===== src/inc/scp_defs.svh =====
// offsets, field positions, reset values and address constants for the serial control port
`ifndef SCP_DEFS_SVH
`define SCP_DEFS_SVH
`define SCP_OFS_SYNC_STATUS   8'h14
`define SCP_OFS_OUT_FORMAT    8'h15
`define SCP_OFS_BW_PLL        8'h16
`define SCP_OFS_RED_TARGET    8'h19
`define SCP_OFS_GREEN_TARGET  8'h1A
`define SCP_OFS_BLUE_TARGET   8'h1B
`define SCP_OFS_AOFS_CTRL     8'h1D
`define SCP_SLAVE_ADDR_HI     6'h26
`define SCP_BIT_COAST_POL     0
`define SCP_BIT_FMT_444       1
`define SCP_BIT_PLL_DIV2      7
`define SCP_BIT_SOG_BW_HI     6
`define SCP_BIT_SOG_BW_LO     5
`define SCP_BIT_ANA_BW        4
`define SCP_BIT_AOFS_EN       7
`define SCP_BIT_AOFS_HOLD     6
`define SCP_RST_OUT_FORMAT    8'h02
`define SCP_RST_BW_PLL        8'h00
`define SCP_RST_TARGET        8'h04
`define SCP_RST_AOFS_CTRL     8'h02
`define SCP_RATE_EVERY        8'h01
`define SCP_RATE_16           8'h10
`define SCP_RATE_64           8'h40
`endif


===== src/inc/scp_pkg.sv =====
// types shared by the serial control port design
package scp_pkg;
  typedef enum logic [1:0] {
    SCP_SOG_BW_300M,
    SCP_SOG_BW_13M,
    SCP_SOG_BW_6M5
  } scp_sog_bw_t;

  // decoded control fields handed to the analog and output logic
  typedef struct packed {
    logic        fmt_444;
    logic        pll_extra_div2;
    scp_sog_bw_t sog_bw;
    logic        analog_bw_7m;
    logic        aofs_enable;
    logic        aofs_hold;
    logic [7:0]  aofs_rate;
    logic [7:0]  red_target;
    logic [7:0]  green_target;
    logic [7:0]  blue_target;
  } scp_ctrl_t;
endpackage


===== src/scp_sync2.sv =====
// two flip-flop synchroniser for a vector of pin inputs
`timescale 1ns/1ps
`default_nettype none
module scp_sync2 #(
  parameter int WIDTH = 1,
  parameter logic [WIDTH-1:0] INIT = '0
) (
  input  wire logic             clk,
  input  wire logic             rst_n,
  input  wire logic [WIDTH-1:0] d,
  output logic      [WIDTH-1:0] q
);
  logic [WIDTH-1:0] meta_reg;

  // first stage is read only by the second stage
  always_ff @(posedge clk or negedge rst_n) begin
    if (!rst_n) begin
      meta_reg <= INIT;
      q        <= INIT;
    end else begin
      meta_reg <= d;
      q        <= meta_reg;
    end
  end
endmodule
`default_nettype wire


===== src/scp_regs.sv =====
// two-wire slave port with its control and status registers
// Function
// - first byte after start: seven address bits then one direction bit
// - direction bit 1 means read from slave, 0 means write
// - matching address is acknowledged low on ninth clock, else released
// - own address has fixed upper bits, lowest bit from select pin
// - every byte is shifted most significant bit first
// - data changes only while clock low; change while high is start/stop
// - start is data falling with clock high, stop is data rising
// - unacknowledged write leaves data released so master can stop
// - read byte not acknowledged by master ends data, line released
// - write: byte after address is base pointer, data stored, pointer increments
// - read starts at earlier base pointer and increments after each byte
// - repeated start without stop is accepted
// - sync status bit 0 reports coast polarity, 1 positive
// - format bit 1: 0 selects 4:2:2, 1 selects 4:4:4
// - in 4:2:2 red carries U/V, green Y, blue high impedance
// - bandwidth register bit 7 adds extra divide-by-2 to PLL
// - bits 6-5 select green sync bandwidth 300, 13, 13, 6.5 MHz
// - bit 4 selects colour input bandwidth 300 MHz or 7 MHz
// - three target registers hold auto-offset goals, each resets to 4
// - control bit 7 enables auto-offset, bit 6 holds it, both reset 0
// - control bits 1:0 set update rate 1, 16, 64 clamp cycles, reset 10
`timescale 1ns/1ps
`default_nettype none
`include "scp_defs.svh"
module scp_regs
  import scp_pkg::*;
(
  input  wire logic  clk,
  input  wire logic  rstn,
  input  wire logic  scl_in,
  input  wire logic  sda_in,
  output logic       sda_out,
  output logic       sda_oe_n,
  input  wire logic  address_select_pins,
  input  wire logic  coast_polarity_in,
  output scp_ctrl_t  ctrl,
  output logic       red_is_chroma,
  output logic       green_is_luma,
  output logic       blue_oe_n
);
  // byte phases of a frame; ignore sits out the frame until the next start
  typedef enum logic [2:0] {
    SCP_IDLE,
    SCP_ADDR,
    SCP_PTR,
    SCP_WDATA,
    SCP_RDATA,
    SCP_IGNORE
  } scp_state_t;

  logic       rst_meta_reg;
  logic       rst_sync_n;
  logic [2:0] pins_s;
  logic       scl_s;
  logic       sda_s;
  logic       sel_s;
  logic       coast_s;
  logic       scl_d_reg;
  logic       sda_d_reg;

  ////////////////////////////////////////////////////////////////////////////
  // reset release through two flops
  always_ff @(posedge clk or negedge rstn) begin
    if (!rstn) begin
      rst_meta_reg <= 1'b0;
      rst_sync_n   <= 1'b0;
    end else begin
      rst_meta_reg <= 1'b1;
      rst_sync_n   <= rst_meta_reg;
    end
  end

  // pins idle high, so the bus synchroniser resets high to avoid a false start; the coast synchroniser resets low
  scp_sync2 #(.WIDTH(3), .INIT(3'h7)) u_sync_bus (
    .clk   (clk),
    .rst_n (rst_sync_n),
    .d     ({scl_in, sda_in, address_select_pins}),
    .q     (pins_s)
  );
  scp_sync2 #(.WIDTH(1), .INIT(1'b0)) u_sync_coast (
    .clk   (clk),
    .rst_n (rst_sync_n),
    .d     (coast_polarity_in),
    .q     (coast_s)
  );
  assign scl_s = pins_s[2];
  assign sda_s = pins_s[1];
  assign sel_s = pins_s[0];

  // previous synchronised levels for edge detection
  always_ff @(posedge clk or negedge rst_sync_n) begin
    if (!rst_sync_n) begin
      scl_d_reg <= 1'b1;
      sda_d_reg <= 1'b1;
    end else begin
      scl_d_reg <= scl_s;
      sda_d_reg <= sda_s;
    end
  end

  ////////////////////////////////////////////////////////////////////////////
  // bus condition decode
  wire scl_rise  = scl_s & ~scl_d_reg;
  wire scl_fall  = ~scl_s & scl_d_reg;
  wire start_det = scl_s & scl_d_reg & sda_d_reg & ~sda_s;
  wire stop_det  = scl_s & scl_d_reg & ~sda_d_reg & sda_s;
  wire [6:0] own_addr = {`SCP_SLAVE_ADDR_HI, sel_s};

  scp_state_t state_reg;
  scp_state_t state_next;
  logic [7:0] shift_reg;
  logic [3:0] bit_cnt_reg;
  logic [7:0] ptr_reg;
  logic       ack_phase_reg;
  logic       ack_drive_reg;
  logic       sda_out_reg;
  logic       sda_oe_n_reg;

  // registers
  logic [7:0] fmt_reg;
  logic [7:0] bw_reg;
  logic [7:0] red_tgt_reg;
  logic [7:0] green_tgt_reg;
  logic [7:0] blue_tgt_reg;
  logic [7:0] aofs_reg;

  // byte completes on the eighth rising clock of a byte
  wire byte_done = scl_rise & ~ack_phase_reg & (bit_cnt_reg == 4'h7);
  wire [7:0] rx_byte = {shift_reg[6:0], sda_s};
  wire addr_match = (rx_byte[7:1] == own_addr);
  wire dir_read   = rx_byte[0];
  wire wr_strobe  = byte_done & (state_reg == SCP_WDATA);
  // ninth clock of a read data byte, where the master answers; the address
  // ack of a read is excluded because the port itself holds the line there
  wire master_ack_slot = scl_rise & ack_phase_reg & ~ack_drive_reg
                       & (state_reg == SCP_RDATA);
  wire master_nack     = master_ack_slot & sda_s;

  // read multiplexer; unmapped offsets and the seven upper status bits read zero
  wire [7:0] status_val = {7'h00, coast_s};
  logic [7:0] rd_data;
  always_comb begin
    rd_data = 8'h00;
    case (ptr_reg)
      `SCP_OFS_SYNC_STATUS:  rd_data = status_val;
      `SCP_OFS_OUT_FORMAT:   rd_data = fmt_reg;
      `SCP_OFS_BW_PLL:       rd_data = bw_reg;
      `SCP_OFS_RED_TARGET:   rd_data = red_tgt_reg;
      `SCP_OFS_GREEN_TARGET: rd_data = green_tgt_reg;
      `SCP_OFS_BLUE_TARGET:  rd_data = blue_tgt_reg;
      `SCP_OFS_AOFS_CTRL:    rd_data = aofs_reg;
      default:               rd_data = 8'h00;
    endcase
  end

  ////////////////////////////////////////////////////////////////////////////
  // protocol state after each byte and on start/stop
  always_comb begin
    state_next = state_reg;
    if (start_det) begin
      state_next = SCP_ADDR;
    end else if (stop_det) begin
      state_next = SCP_IDLE;
    end else if (byte_done) begin
      case (state_reg)
        SCP_ADDR:  state_next = !addr_match ? SCP_IGNORE
                              : (dir_read ? SCP_RDATA : SCP_PTR);
        SCP_PTR:   state_next = SCP_WDATA;
        default:   state_next = state_reg;
      endcase
    end else if (master_nack) begin
      state_next = SCP_IGNORE;
    end
  end

  // bit counter, shifter, ack phase tracking; a start in mid-byte clears
  // the counter so a repeated start always realigns to a fresh address byte
  always_ff @(posedge clk or negedge rst_sync_n) begin
    if (!rst_sync_n) begin
      state_reg      <= SCP_IDLE;
      shift_reg      <= 8'h00;
      bit_cnt_reg    <= 4'h0;
      ack_phase_reg  <= 1'b0;
    end else begin
      state_reg <= state_next;
      if (start_det) begin
        bit_cnt_reg   <= 4'h0;
        ack_phase_reg <= 1'b0;
      end else if (scl_rise) begin
        if (ack_phase_reg) begin
          bit_cnt_reg   <= 4'h0; // ninth clock closes the byte
          ack_phase_reg <= 1'b0;
        end else begin
          shift_reg   <= rx_byte;
          bit_cnt_reg <= bit_cnt_reg + 4'h1;
          ack_phase_reg <= (bit_cnt_reg == 4'h7);
        end
      end
    end
  end

  // register pointer: loaded by the base byte, bumped after each data byte;
  // it survives a stop so a later read starts at the written base, and it
  // wraps from 8'hFF back to 8'h00
  always_ff @(posedge clk or negedge rst_sync_n) begin
    if (!rst_sync_n) begin
      ptr_reg <= 8'h00;
    end else if (byte_done & (state_reg == SCP_PTR)) begin
      ptr_reg <= rx_byte;
    end else if (wr_strobe) begin
      ptr_reg <= ptr_reg + 8'h01;
    end else if (master_ack_slot) begin
      ptr_reg <= ptr_reg + 8'h01;
    end
  end

  ////////////////////////////////////////////////////////////////////////////
  // sda driver; a low is taken or changed only on falling scl, so data is stable while scl high
  wire ack_now = byte_done & ((state_reg == SCP_ADDR) ? addr_match
                 : ((state_reg == SCP_PTR) | (state_reg == SCP_WDATA)));
  wire rd_active = (state_reg == SCP_RDATA) & ~ack_phase_reg;
  wire [2:0] rd_bit_idx = 3'h7 - bit_cnt_reg[2:0];
  logic [7:0] tx_reg;

  // the ack flag alone decides the ninth clock, so a read address is
  // acknowledged just like a write; read data bytes leave the flag clear
  wire drive_ack = ack_phase_reg & ack_drive_reg;
  wire rd_bit    = (bit_cnt_reg == 4'h0) ? rd_data[7] : tx_reg[rd_bit_idx];
  // released at once on start, stop, idle or ignore, whatever the clock does
  wire line_free = start_det | stop_det | (state_next == SCP_IDLE)
                 | (state_next == SCP_IGNORE);
  // first read bit comes straight from the multiplexer, the rest from a copy
  // taken at that edge, so a pointer bump cannot tear a byte in flight
  wire tx_load   = scl_fall & (bit_cnt_reg == 4'h0) & ~ack_phase_reg;

  // acknowledge flag follows each completed byte and clears on start/stop
  always_ff @(posedge clk or negedge rst_sync_n) begin
    if (!rst_sync_n) begin
      ack_drive_reg <= 1'b0;
    end else if (start_det | stop_det) begin
      ack_drive_reg <= 1'b0;
    end else if (byte_done) begin
      ack_drive_reg <= ack_now;
    end
  end

  // copy of the byte being read out
  always_ff @(posedge clk or negedge rst_sync_n) begin
    if (!rst_sync_n) begin
      tx_reg <= 8'h00;
    end else if (tx_load) begin
      tx_reg <= rd_data;
    end
  end

  // a one releases the line, so level and enable always move together
  always_ff @(posedge clk or negedge rst_sync_n) begin
    if (!rst_sync_n) begin
      sda_out_reg  <= 1'b1;
      sda_oe_n_reg <= 1'b1;
    end else if (line_free) begin
      sda_out_reg  <= 1'b1;
      sda_oe_n_reg <= 1'b1;
    end else if (scl_fall) begin
      if (drive_ack) begin
        sda_out_reg  <= 1'b0;
        sda_oe_n_reg <= 1'b0;
      end else if (rd_active) begin
        sda_out_reg  <= rd_bit;
        sda_oe_n_reg <= rd_bit;
      end else begin
        sda_out_reg  <= 1'b1;
        sda_oe_n_reg <= 1'b1;
      end
    end
  end
  // open drain: only a low is ever driven
  assign sda_out  = sda_out_reg;
  assign sda_oe_n = sda_oe_n_reg;

  ////////////////////////////////////////////////////////////////////////////
  // register writes from the serial port; bytes aimed at the status offset
  // or at unmapped offsets are acknowledged but dropped
  wire wr_fmt  = wr_strobe & (ptr_reg == `SCP_OFS_OUT_FORMAT);
  wire wr_bw   = wr_strobe & (ptr_reg == `SCP_OFS_BW_PLL);
  wire wr_red  = wr_strobe & (ptr_reg == `SCP_OFS_RED_TARGET);
  wire wr_grn  = wr_strobe & (ptr_reg == `SCP_OFS_GREEN_TARGET);
  wire wr_blu  = wr_strobe & (ptr_reg == `SCP_OFS_BLUE_TARGET);
  wire wr_aofs = wr_strobe & (ptr_reg == `SCP_OFS_AOFS_CTRL);

  always_ff @(posedge clk or negedge rst_sync_n) begin
    if (!rst_sync_n) begin
      fmt_reg       <= `SCP_RST_OUT_FORMAT;
      bw_reg        <= `SCP_RST_BW_PLL;
      red_tgt_reg   <= `SCP_RST_TARGET;
      green_tgt_reg <= `SCP_RST_TARGET;
      blue_tgt_reg  <= `SCP_RST_TARGET;
      aofs_reg      <= `SCP_RST_AOFS_CTRL;
    end else begin
      if (wr_fmt)  fmt_reg       <= rx_byte;
      if (wr_bw)   bw_reg        <= rx_byte;
      if (wr_red)  red_tgt_reg   <= rx_byte;
      if (wr_grn)  green_tgt_reg <= rx_byte;
      if (wr_blu)  blue_tgt_reg  <= rx_byte;
      if (wr_aofs) aofs_reg      <= rx_byte;
    end
  end

  ////////////////////////////////////////////////////////////////////////////
  // field decode for the analog and output logic
  wire [1:0] sog_code = bw_reg[`SCP_BIT_SOG_BW_HI:`SCP_BIT_SOG_BW_LO];
  scp_sog_bw_t sog_bw;
  assign sog_bw = (sog_code == 2'h0) ? SCP_SOG_BW_300M
                : (sog_code == 2'h3) ? SCP_SOG_BW_6M5 : SCP_SOG_BW_13M;
  wire [7:0] rate = (aofs_reg[1:0] == 2'h0) ? `SCP_RATE_EVERY
                  : (aofs_reg[1:0] == 2'h1) ? `SCP_RATE_16
                  : `SCP_RATE_64;
  wire fmt444 = fmt_reg[`SCP_BIT_FMT_444];

  // outputs registered; they lag the registers by one edge, a cycle traded
  // for outputs that come straight from flops
  always_ff @(posedge clk or negedge rst_sync_n) begin
    if (!rst_sync_n) begin
      ctrl          <= '0;
      red_is_chroma <= 1'b0;
      green_is_luma <= 1'b0;
      blue_oe_n     <= 1'b0;
    end else begin
      ctrl.fmt_444        <= fmt444;
      ctrl.pll_extra_div2 <= bw_reg[`SCP_BIT_PLL_DIV2];
      ctrl.sog_bw         <= sog_bw;
      ctrl.analog_bw_7m   <= bw_reg[`SCP_BIT_ANA_BW];
      ctrl.aofs_enable    <= aofs_reg[`SCP_BIT_AOFS_EN];
      ctrl.aofs_hold      <= aofs_reg[`SCP_BIT_AOFS_HOLD];
      ctrl.aofs_rate      <= rate;
      ctrl.red_target     <= red_tgt_reg;
      ctrl.green_target   <= green_tgt_reg;
      ctrl.blue_target    <= blue_tgt_reg;
      red_is_chroma       <= ~fmt444;
      green_is_luma       <= ~fmt444;
      blue_oe_n           <= ~fmt444;
    end
  end
endmodule
`default_nettype wire


===== config.mk =====
export PLATFORM = sky130hd
export DESIGN_NAME = scp_regs
export DESIGN_NICKNAME = d
export VERILOG_FILES = /design/src/inc/scp_pkg.sv /design/src/scp_sync2.sv /design/src/scp_regs.sv
export VERILOG_INCLUDE_DIRS = /design/src /design/src/inc
export SDC_FILE = /design/constraint.sdc
export NUM_CORES = 1
export LEC_CHECK = 0
export BUFFER_PORTS_ARGS = -buffer_cell sky130_fd_sc_hd__buf_4
export CORE_MARGIN = 3
export CORE_UTILIZATION = 55
export CTS_BUF_LIST = sky130_fd_sc_hd__clkbuf_4
export CTS_CLUSTER_DIAMETER = 80
export DETAILED_ROUTE_END_ITERATION = 8
export GPL_ROUTABILITY_DRIVEN = 0
export PLACE_DENSITY = 0.83
export SYNTH_ARGS = -nofsm -noshare
export SYNTH_HDL_FRONTEND = slang
export SYNTH_SLANG_ARGS = --single-unit

===== constraint.sdc =====
create_clock -name clk -period 5.3 [get_ports clk]
set_input_delay 0.265 -clock clk [delete_from_list [all_inputs] [get_ports clk]]
set_output_delay 0.265 -clock clk [all_outputs]
set_load 0.01 [all_outputs]

## Word level (Yosys, flattened, before mapping)

Index checks and enable logic that the tools add are counted.

- Eq/ne operators: 16
- Reduce and logical (&&, ||, !) cells: 9
- $add $sub $neg: 3
- Magnitude comparators: 1
- Bitwise operators: 38
- Mux-type cells: 31

Operator list:

| kind | number |
|---|---|
| $eq A8 B5 Y1 const B | 7 |
| $pmux W8 S7 | 1 |
| $and A1 B1 Y1 | 26 |
| $mux W8 | 3 |
| $mux W3 | 6 |
| $mux W7 | 2 |
| $mux W1 | 12 |
| $mux W4 | 3 |
| $add A8 B1 Y8 const B | 1 |
| $not A1 Y1 | 8 |
| $eq A7 B7 Y1 | 1 |
| $eq A3 B2 Y1 const B | 2 |
| $eq A3 B3 Y1 const B | 2 |
| $pmux W3 S2 | 1 |
| $reduce_bool A2 Y1 | 3 |
| $add A4 B1 Y4 const B | 1 |
| $eq A4 B3 Y1 const B | 1 |
| $logic_not A2 Y1 | 2 |
| $logic_not A4 Y1 | 1 |
| $lt A3 B4 Y1 const B | 1 |
| $mux W2 | 2 |
| $or A1 B1 Y1 | 4 |
| $bmux W1 S3 | 1 |
| $eq A3 B1 Y1 const B | 1 |
| 6 further kinds | 6 |

- Word-level logic and storage cells: 131
- Output and inout port bits: 44
- Bits of input ports: 6
- Register bits after elaboration: 132

## Depth between registers and ports, before layout

Gate-level depths: netlist of run 1.

- Depth after elaboration: 14
- Mapped depth: 9
- Mapped depth without buffers: 8

## Hierarchy

A second synthesis of run 1 with hierarchy kept.

- Cell total of the unflattened synthesis: 419
- Area total of the unflattened synthesis: 5390.2 sq um

Modules (own cells, without submodules):

| module | times used | area each (sq um) | cells each |
|---|---|---|---|
| scp_regs | 1 | 5182.5 | 411 |
| scp_sync2 (u_sync_bus) | 1 | 157.7 | 6 |
| scp_sync2 (u_sync_coast) | 1 | 50.0 | 2 |

## Least setup slack after synthesis of run 1

OpenSTA, ideal clock, no wires.

- Path kind: reg2reg
- Start: register bit_cnt_reg[0]
- End: register aofs_reg[0]
- Stages on the path, launching flop included: 6
- Arrival time: 1.889 ns
- Path slack: 3.286 ns
- Period minus slack after synthesis: 2.014 ns
- Buffers on the path: 0
- Data required time: 5.175 ns
- Cells stage by stage: dfrtp_1 ha_1 and3b_1 nand4_4 nor3_4 mux2_4

- Longest elaborated chain between the ends: 4

RTL lines:

| what | RTL line | source |
|---|---|---|
| start: declaration | scp_regs.sv:114 | `logic [3:0] bit_cnt_reg;` |
| start signal: assignment | scp_regs.sv:197 | `bit_cnt_reg <= bit_cnt_reg + 4'h1;` |
| $eq A4 B3 Y1 | scp_regs.sv:130 | `wire byte_done = scl_rise & ~ack_phase_reg & (bit_cnt_reg == 4'h7);` |
| $and A1 B1 Y1 | scp_regs.sv:130 |  |
| $and A1 B1 Y1 | scp_regs.sv:134 | `wire wr_strobe = byte_done & (state_reg == SCP_WDATA);` |
| $and A1 B1 Y1 | scp_regs.sv:291 | `` wire wr_aofs = wr_strobe & (ptr_reg == `SCP_OFS_AOFS_CTRL); `` |
| end signal: assignment | scp_regs.sv:300 | `` aofs_reg <= `SCP_RST_AOFS_CTRL; `` |
| end signal: assignment | scp_regs.sv:307 | `if (wr_aofs) aofs_reg <= rx_byte;` |
| end: declaration | scp_regs.sv:127 | `logic [7:0] aofs_reg;` |

No other way between the ends.
A chain may end at the register's enable or synchronous reset.

## Final worst setup path of run 1

- Start: register u_sync_bus.q[2]
- End: register bw_reg[1]

- Longest elaborated chain between the ends: 5

RTL lines:

| what | RTL line | source |
|---|---|---|
| start: declaration | scp_sync2.sv:11 | `output logic [WIDTH-1:0] q` |
| start signal: assignment | scp_sync2.sv:22 | `q <= meta_reg;` |
| $and A1 B1 Y1 | scp_regs.sv:105 | `wire scl_rise = scl_s & ~scl_d_reg;` |
| $and A1 B1 Y1 (2 in a row) | scp_regs.sv:130 |  |
| $and A1 B1 Y1 | scp_regs.sv:134 |  |
| $and A1 B1 Y1 | scp_regs.sv:287 | `` wire wr_bw = wr_strobe & (ptr_reg == `SCP_OFS_BW_PLL); `` |
| end signal: assignment | scp_regs.sv:296 | `` bw_reg <= `SCP_RST_BW_PLL; `` |
| end signal: assignment | scp_regs.sv:303 | `if (wr_bw) bw_reg <= rx_byte;` |
| end: declaration | scp_regs.sv:123 | `logic [7:0] bw_reg;` |

No other way between the ends.

==> results of run 1 <==
[per-layer routing]
metal | GRT usage | up-vias
li1 | - | 1628
met1 | 0.293 | 1847
met2 | 0.340 | 172
met3 | 0.0667 | 36
met4 | 0.0860 | 0
met5 | 0 | -
[cell families after synthesis]
| group | after synthesis | share of synthesized area |
|---|---|---|
| adders and majority gates | 7 | 0.0160 |
| muxes | 54 | 0.126 |
| other | 2 | 0.00137 |
| AOI/OAI and AO/OA | 78 | 0.0955 |
| buffers and inverters | 36 | 0.0309 |
| DFF | 128 | 0.588 |
| xor gates and xnor gates | 4 | 0.00640 |
| and+or+nand+nor | 117 | 0.135 |
[critical path: cells and delay by family, from the launching register on]
kind	cells	cell delay (ns)
DFF	1	0.60
and+or+nand+nor	3	1.51
muxes	1	0.36
[path summary, 6_finish.rpt]
| check | slack (ns) | depth (start not counted) | start | to |
|---|---|---|---|---|
| max reg2reg | 2.71 | 4 | u_sync_bus.q[2] | bw_reg[1] |
| max | 2.71 | 4 | u_sync_bus.q[2] | bw_reg[1] |
| min | 0.03 | 2 | rstn | rst_sync_n |
| max in group asynchronous | 3.62 | 1 | rst_sync_n | ctrl[12] |
| min reg2reg | 0.36 | 0 | u_sync_bus.meta_reg[2] | u_sync_bus.q[2] |
| min in group clk | 0.36 | 0 | u_sync_bus.meta_reg[2] | u_sync_bus.q[2] |
[per-stage QoR]
step / util / power, mW / setup slack, ns / cells
final: 0.655 / 1.95 / 2.71 / 613
after floorplan: - / 1.23 / 1.49 / 430
after detailed placement: 0.619 / 1.30 / 2.77 / 576
after global placement: 0.619 / 1.29 / 2.87 / 576
after CTS: 0.655 / 1.96 / 2.71 / 613
after global routing: 0.655 / 2.03 / 2.57 / 613
[power groups by stage]
stage	clock [mW]	combinational [mW]	sequential (mW)
2_1_floorplan	0	0.140	1.09
3_3_place_gp	0	0.125	1.16
3_5_place_dp	0	0.130	1.17
4_1_cts	0.677	0.134	1.15
5_1_grt	0.725	0.150	1.16
6_report	0.667	0.133	1.15
[layout make-up]
cell class	count	area, µm²
fillers	695	3270
flip-flops and latches	128	3220
multi-input cells	266	2100
repair buffers	50	388
clock inverters	15	161
well taps	129	161
clock buffers	17	128
inverters	8	30.0
[cell usage after synthesis (3+ instances only)]
master / instances
a22oi_1: 3
mux2_4: 16
nand3_1: 7
dfstp_2: 14
a21oi_1: 16
nor2_1: 15
a222oi_1: 6
buf_4: 8
dfrtp_1: 114
mux2_1: 28
ha_1: 7
o21ai_0: 20
clkbuf_1: 15
a22o_1: 10
nor3_1: 5
nand3_4: 3
nand2b_1: 6
and3_1: 5
mux2_2: 8
nand4_1: 4
nor2b_1: 9
inv_1: 8
o22ai_1: 3
o21ai_1: 3
nand2_1: 36
xor2_1: 3
[repair_timing]
item                      CTS  global route
buffers inserted            0             0
hold buffers                5             0
hold endpoints to repair    6             0
==> impl_results.md, run 1 <==
* Diode count at 0
* Worst Skew at between 0.015 and 0.02 ns
* Routed WL per cell at about 19 µm
* Critical-path maximum fanout at 16
* Setup_tns at 0 ns
* Yosys warnings at 0
* Worst IR Drop VDD at about 0.17 mV
* Combinational power share at 0.068
* Top_reg_cell synth: dfrtp_1
* Die Ht at roughly 110 µm
* Routed length on met1 at about 4700 µm
* Synthesized cell area at 5470 µm²
* All-layer global routing usage at 0.220
* Post-Layout Inst Area at 6190 µm²
* Post-synth EDFFs at 0
* I/O Buffers at 44
* Slew @ Worst Pin at roughly 0.85 ns
* Vias per std cell at roughly 6.0
* # rows at 35
* Post-synthesis sequential area ratio at 0.588
* Die area at roughly 11000 µm²
* Seq pwr share at 0.590
* Share of the synthesized area in the top cell type at 0.521
* NetSw at about 0.58 mW
* H-tree levels at 4
* Die X at 106 µm
* Max Cap Viol at 0
* WL final at 11500 µm
* Clock Sinks at 128
* Post_cts resized at 0
* Pre-antenna DRT Iters at 5
* Final Net Count at slightly below 500
* Vias in the first global route at 3598
* Startpoint types: flop
* Vias at approximately 3700
* Sw Share at 0.295
* ANT nets after route at 0
* Internal power consumption at 1.38 mW
* Fmax at approximately 0.39 GHz
* Initial antenna violation count at 0
* Io pins at 50
* Part of the cycle the worst path needs at 0.488
* Crit path DAT at about 3 ns
* Clock power frac at 0.341
* Synth area leader: dfrtp_1
* Syn_area_per_cell at roughly 13 µm²
* Largest cells by area after synthesis: dfrtp_1, dfstp_2, mux2_1
* CTS max path bufs at 2
* P_leak at 2.91 nW
* DRC violations left at 0
* Critical path class: flop to flop
* Final hold vios at 0
* HPWL after detailed placement at about 7700 µm
* Fraction of final layout cells with drive strength greater than 1 at 0.275
* CP Capture Type: flop
* Status: finished, final reports clean
* Syn Inst Count at approximately 430
* Root buf cell: clkbuf_4
* Tmin final at between 2 and 3 ns
* Worst path required time at approximately 5.7 ns
* Commonest non-fill, non-tap cell in the layout: dfrtp_1
* CTS Buf Count at 17
* HP Class: primary input to async pin
* Met3 Wirelength at approximately 960 µm
* WL met2 at between 5000 and 6000 µm
* RSZ-0062 raised after global routing: false
* DR top layer: met4
* Core Area at 9460 µm²
* Critical path, cell by cell: nor3b_4 -> nand4_4 -> nor3_4 -> mux2_4
* Total gr overflow at 0
* Most frequent cells in the layout: dfrtp_1, buf_4, nand2_1
* TritonCTS clock tree: yes
* P per Cell Area at roughly 320 nW/µm²
* CP max-delay cell: nor3b_4
* Async SR Flop Fraction at 1.00
* Placement Cell Area at approximately 6000 µm²
* Normalized max-slew margin at 0.435
* Slew Viols, Final at 0
* Register bit count reported by yosys at ~130
* Max reg flops at 34
* Initial Util at 0.579
* Setup violations, final at 0
* DR iter-0 viols at ~320
* Fin Hold WS at slightly above 0.03 ns
* Clock transition at the registers of the reported paths at 0.12 ns
* Post-synth cell types at 66
* First-pass GRT wire length at approximately 19000 µm
* Largest stage delay, worst path at about 0.68 ns
* P&R area growth vs syn at 13.1%
* Worst-Skew Late Latency at ~0.54 ns
* Largest reg by FF count: ctrl
* Largest net degree at the start of global routing at 74
Power figures use the tool's default switching activity.
==> run 2: changes to the inputs <==
- ABC_AREA: unset -> 1
- clock period: 5.3 -> 2.4 ns (I/O delays scaled with it)
==> impl_results.md, run 2 <==
* ANT nets after route at 0 (unchanged)
* Core Area at 9370 µm² (was 9460 µm²)
* Met3 Wirelength at 864 µm (was 956 µm)
* Vias in the first global route at 4145 (was 3598)
* CP dominant cell by count: nand2_1
* Setup violations, final at 0 (unchanged)
* Worst Skew at 0.0269 ns (was 0.0174 ns)
* Yosys warnings at 0 (unchanged)
* Die area at 11000 µm² (was 11200 µm²)
* Root buf cell: clkbuf_4 (unchanged)
* First-pass GRT wire length at 19300 µm (was 19100 µm)
* Slew Viols, Final at 0 (unchanged)
* Pre-antenna DRT Iters at 7 (was 5)
* Final non-filler cell total at 760 (was 613)
* FF-to-FF setup slack at 0.37 ns (was 2.71 ns)
* H-tree levels at 4 (unchanged)
* Crit path DAT at 2.50 ns (was 3.01 ns)
* Io pins at 50 (unchanged)
* Max Cap Viol at 0 (unchanged)
* Initial Util at 0.572 (was 0.579)
* Clock Sinks at 128 (unchanged)
* HPWL after detailed placement at 7790 µm (was 7680 µm)
* Share of the synthesized area in the top cell type at 0.532 (was 0.521)
* Commonest non-fill, non-tap cell in the layout: nand2_1 (was dfrtp_1)
* Bufs and invs on worst path at 1 (was 0)
* CTS max path bufs at 2 (unchanged)
* Post-synthesis sequential area ratio at 0.601 (was 0.588)
* Syn_area_per_cell at 9.61 µm² (was 12.8 µm²)
* P&R area growth vs syn at 14.3% (was 13.1%)
* Fraction of final layout cells with drive strength greater than 1 at 0.184 (was 0.275)
* Multi-input logic area at 1700 µm² (was 2100 µm²)
* Layout fillers at 736 (was 695)
* WL met2 at 5350 µm (was 5540 µm)
* Normalized max-slew margin at 0.554 (was 0.435)
* Worst-Skew Late Latency at 0.52 ns (was 0.54 ns)
* Status: finished, final reports clean (unchanged)
* Startpoint types: flop (unchanged)
* Register area at 3220 µm² (unchanged)
* Initial antenna violation count at 0 (unchanged)
* Synthesized cell area at 5360 µm² (was 5470 µm²)
* I/O Buffers at 44 (unchanged)
* Vias per std cell at 5.44 (was 6.01)
* DR top layer: met4 (unchanged)
* Worst path required time at 2.87 ns (was 5.73 ns)
* Pwr Total at 4.20 mW (was 1.95 mW)
* Most numerous cell in the Yosys netlist: nand2_1 (was dfrtp_1)
* Final Worst Setup Slack at 0.369 ns (was 2.71 ns)
* RSZ-0062 raised after global routing: false (unchanged)
* Largest cells by area after synthesis: dfrtp_1, nand2_1, dfstp_2 (was dfrtp_1, dfstp_2, mux2_1)
* Placement Cell Area at 5790 µm² (was 5850 µm²)
* Final hold vios at 0 (unchanged)
* Async SR Flop Fraction at 1.00 (unchanged)
* CTS Buf Count at 17 (unchanged)
* Synth area leader: dfrtp_1 (unchanged)
* Slew @ Worst Pin at 0.669 ns (was 0.848 ns)
* TritonCTS clock tree: yes (unchanged)
* Place WS at 0.412 ns (was 2.77 ns)
* Tmin final at 2.03 ns (was 2.59 ns)
* Register bit count reported by yosys at 128 (unchanged)
* Routed WL per cell at 15.1 µm (was 18.8 µm)
* Largest reg by FF count: ctrl (unchanged)
* Die X at 105 µm (was 106 µm)
* Critical path, cell by cell: inv_1 -> nand2_1 -> nor2_2 -> nand2_1 -> o21ai_0 -> nor2_1 -> nand2_1 -> nand2_1 -> nand2_1 -> nand2_1 -> nand3_1 (was nor3b_4 -> nand4_4 -> nor3_4 -> mux2_4)
* # rows at 35 (unchanged)
* P_leak at 2.89 nW (was 2.91 nW)
* Top cells by count, synth: nand2_1, dfrtp_1, inv_1 (was dfrtp_1, nand2_1, mux2_1)
* Clock transition at the registers of the reported paths at 0.13 ns (was 0.12 ns)
* Top_reg_cell synth: dfrtp_1 (unchanged)
* HP Class: primary input to flop (was primary input to async pin)
* All-layer global routing usage at 0.220 (about the same)
* Largest net degree at the start of global routing at 127 (was 74)
* Diode count at 0 (unchanged)
* DR iter-0 viols at 331 (was 322)
* CP Capture Type: flop (unchanged)
* Largest stage delay, worst path at 0.41 ns (was 0.68 ns)
* WL final at 11500 µm (about the same)
* Most frequent cells in the layout: nand2_1, dfrtp_1, inv_1 (was dfrtp_1, buf_4, nand2_1)
* Fmax at 0.492 GHz (was 0.387 GHz)
* CP top delay family: simple AND/OR/NAND/NOR gates (unchanged)
* Placed cell count at 722 (was 576)
* Die Ht at 105 µm (was 106 µm)
* Worst IR Drop VDD at 0.364 mV (was 0.165 mV)
* Total gr overflow at 0 (unchanged)
* Post-Layout Inst Area at 6130 µm² (was 6190 µm²)
* Critical path class: flop to flop (unchanged)
* CP max-delay cell: dfrtp_1 (was nor3b_4)
* Syn Inst Count at 558 (was 426)
* Max reg flops at 34 (unchanged)
* DRC violations left at 0 (unchanged)
* Post-synth EDFFs at 0 (unchanged)
* Routed length on met1 at 4580 µm (was 4730 µm)
* Vias at 4133 (was 3683)
* Post_cts resized at 0 (unchanged)
* Final Net Count at 631 (was 484)
* CTS Hold Bufs at 6 (was 5)
* Post-synth cell types at 34 (was 66)
* P per Cell Area at 685 nW/µm² (was 315 nW/µm²)
* Setup_tns at 0 ns (unchanged)
* Critical-path maximum fanout at 9 (was 16)
* Part of the cycle the worst path needs at 0.846 (was 0.488)
* Post-CTS Setup Repair Bufs at 0 (unchanged)
run 2: cell types whose count changed after synthesis, moves of 10 or more:
cell	previous run	this run
a22o_1	10	0
clkbuf_1	15	3
inv_1	8	78
mux2_1	28	0
mux2_4	16	0
nand2_1	36	116
nand3_1	7	21
nor2_1	15	38
o21ai_0	20	54
o21ai_1	3	15
o22ai_1	3	15
run 2: worst paths after layout:
path                       cells past startpoint                     end                   start
hold reg to reg                                0         u_sync_bus.q[0]  u_sync_bus.meta_reg[0]
hold / removal                                 2  u_sync_bus.meta_reg[2]                  scl_in
max in group asynchronous                      1              fmt_reg[0]              rst_sync_n
setup reg to reg                              11                sda_oe_n              ptr_reg[5]
setup / recovery                              11                sda_oe_n              ptr_reg[5]
min in group asynchronous                      1              ptr_reg[5]              rst_sync_n
run 2: power by group:
part / switching (mW) / internal [mW] / total [mW]
Combinational: 0.251 / 0.128 / 0.380
Sequential: 0.148 / 2.24 / 2.38
Clock: 0.794 / 0.642 / 1.44
Total: 1.19 / 3.01 / 4.20
run 2: cell type report:
class / instances / share of cell area
flip-flops and latches: 128 / 0.526
multi-input cells: 333 / 0.277
repair buffers: 58 / 0.0755
inverters: 80 / 0.0490
well taps: 129 / 0.0263
clock buffers: 19 / 0.0233
clock inverters: 13 / 0.0227
run 2: worst reg2reg max path: cells and delay by family, from the launching register on:
kind / cells / cell delay [ns]
and+or+nand+nor: 9 / 1.19
DFF: 1 / 0.41
AOI/OAI and AO/OA: 1 / 0.26
buffers and inverters: 1 / 0.12
run 2: kinds of logic after synthesis:
group                      after synthesis  synth area share
adders and majority gates                7            0.0163
AOI/OAI and AO/OA                      113             0.115
buffers and inverters                  101            0.0856
and+or+nand+nor                        197             0.163
muxes                                    3           0.00630
DFF                                    128             0.601
xor gates and xnor gates                 7            0.0114
other                                    2           0.00140
run 2: per-stage QoR:
stage           util  hold WS (ns)
2_1_floorplan      -        -0.176
3_3_place_gp   0.617       -0.0981
3_5_place_dp   0.617       -0.0956
4_1_cts        0.654         0.221
5_1_grt        0.654         0.207
6_report       0.654         0.239
run 2: layer usage:
metal  global-route usage  vias to the layer above
li1                     -                     1898
met1                0.279                     1969
met2                0.343                      202
met3               0.0537                       64
met4                0.131                        0
met5                    0                        -
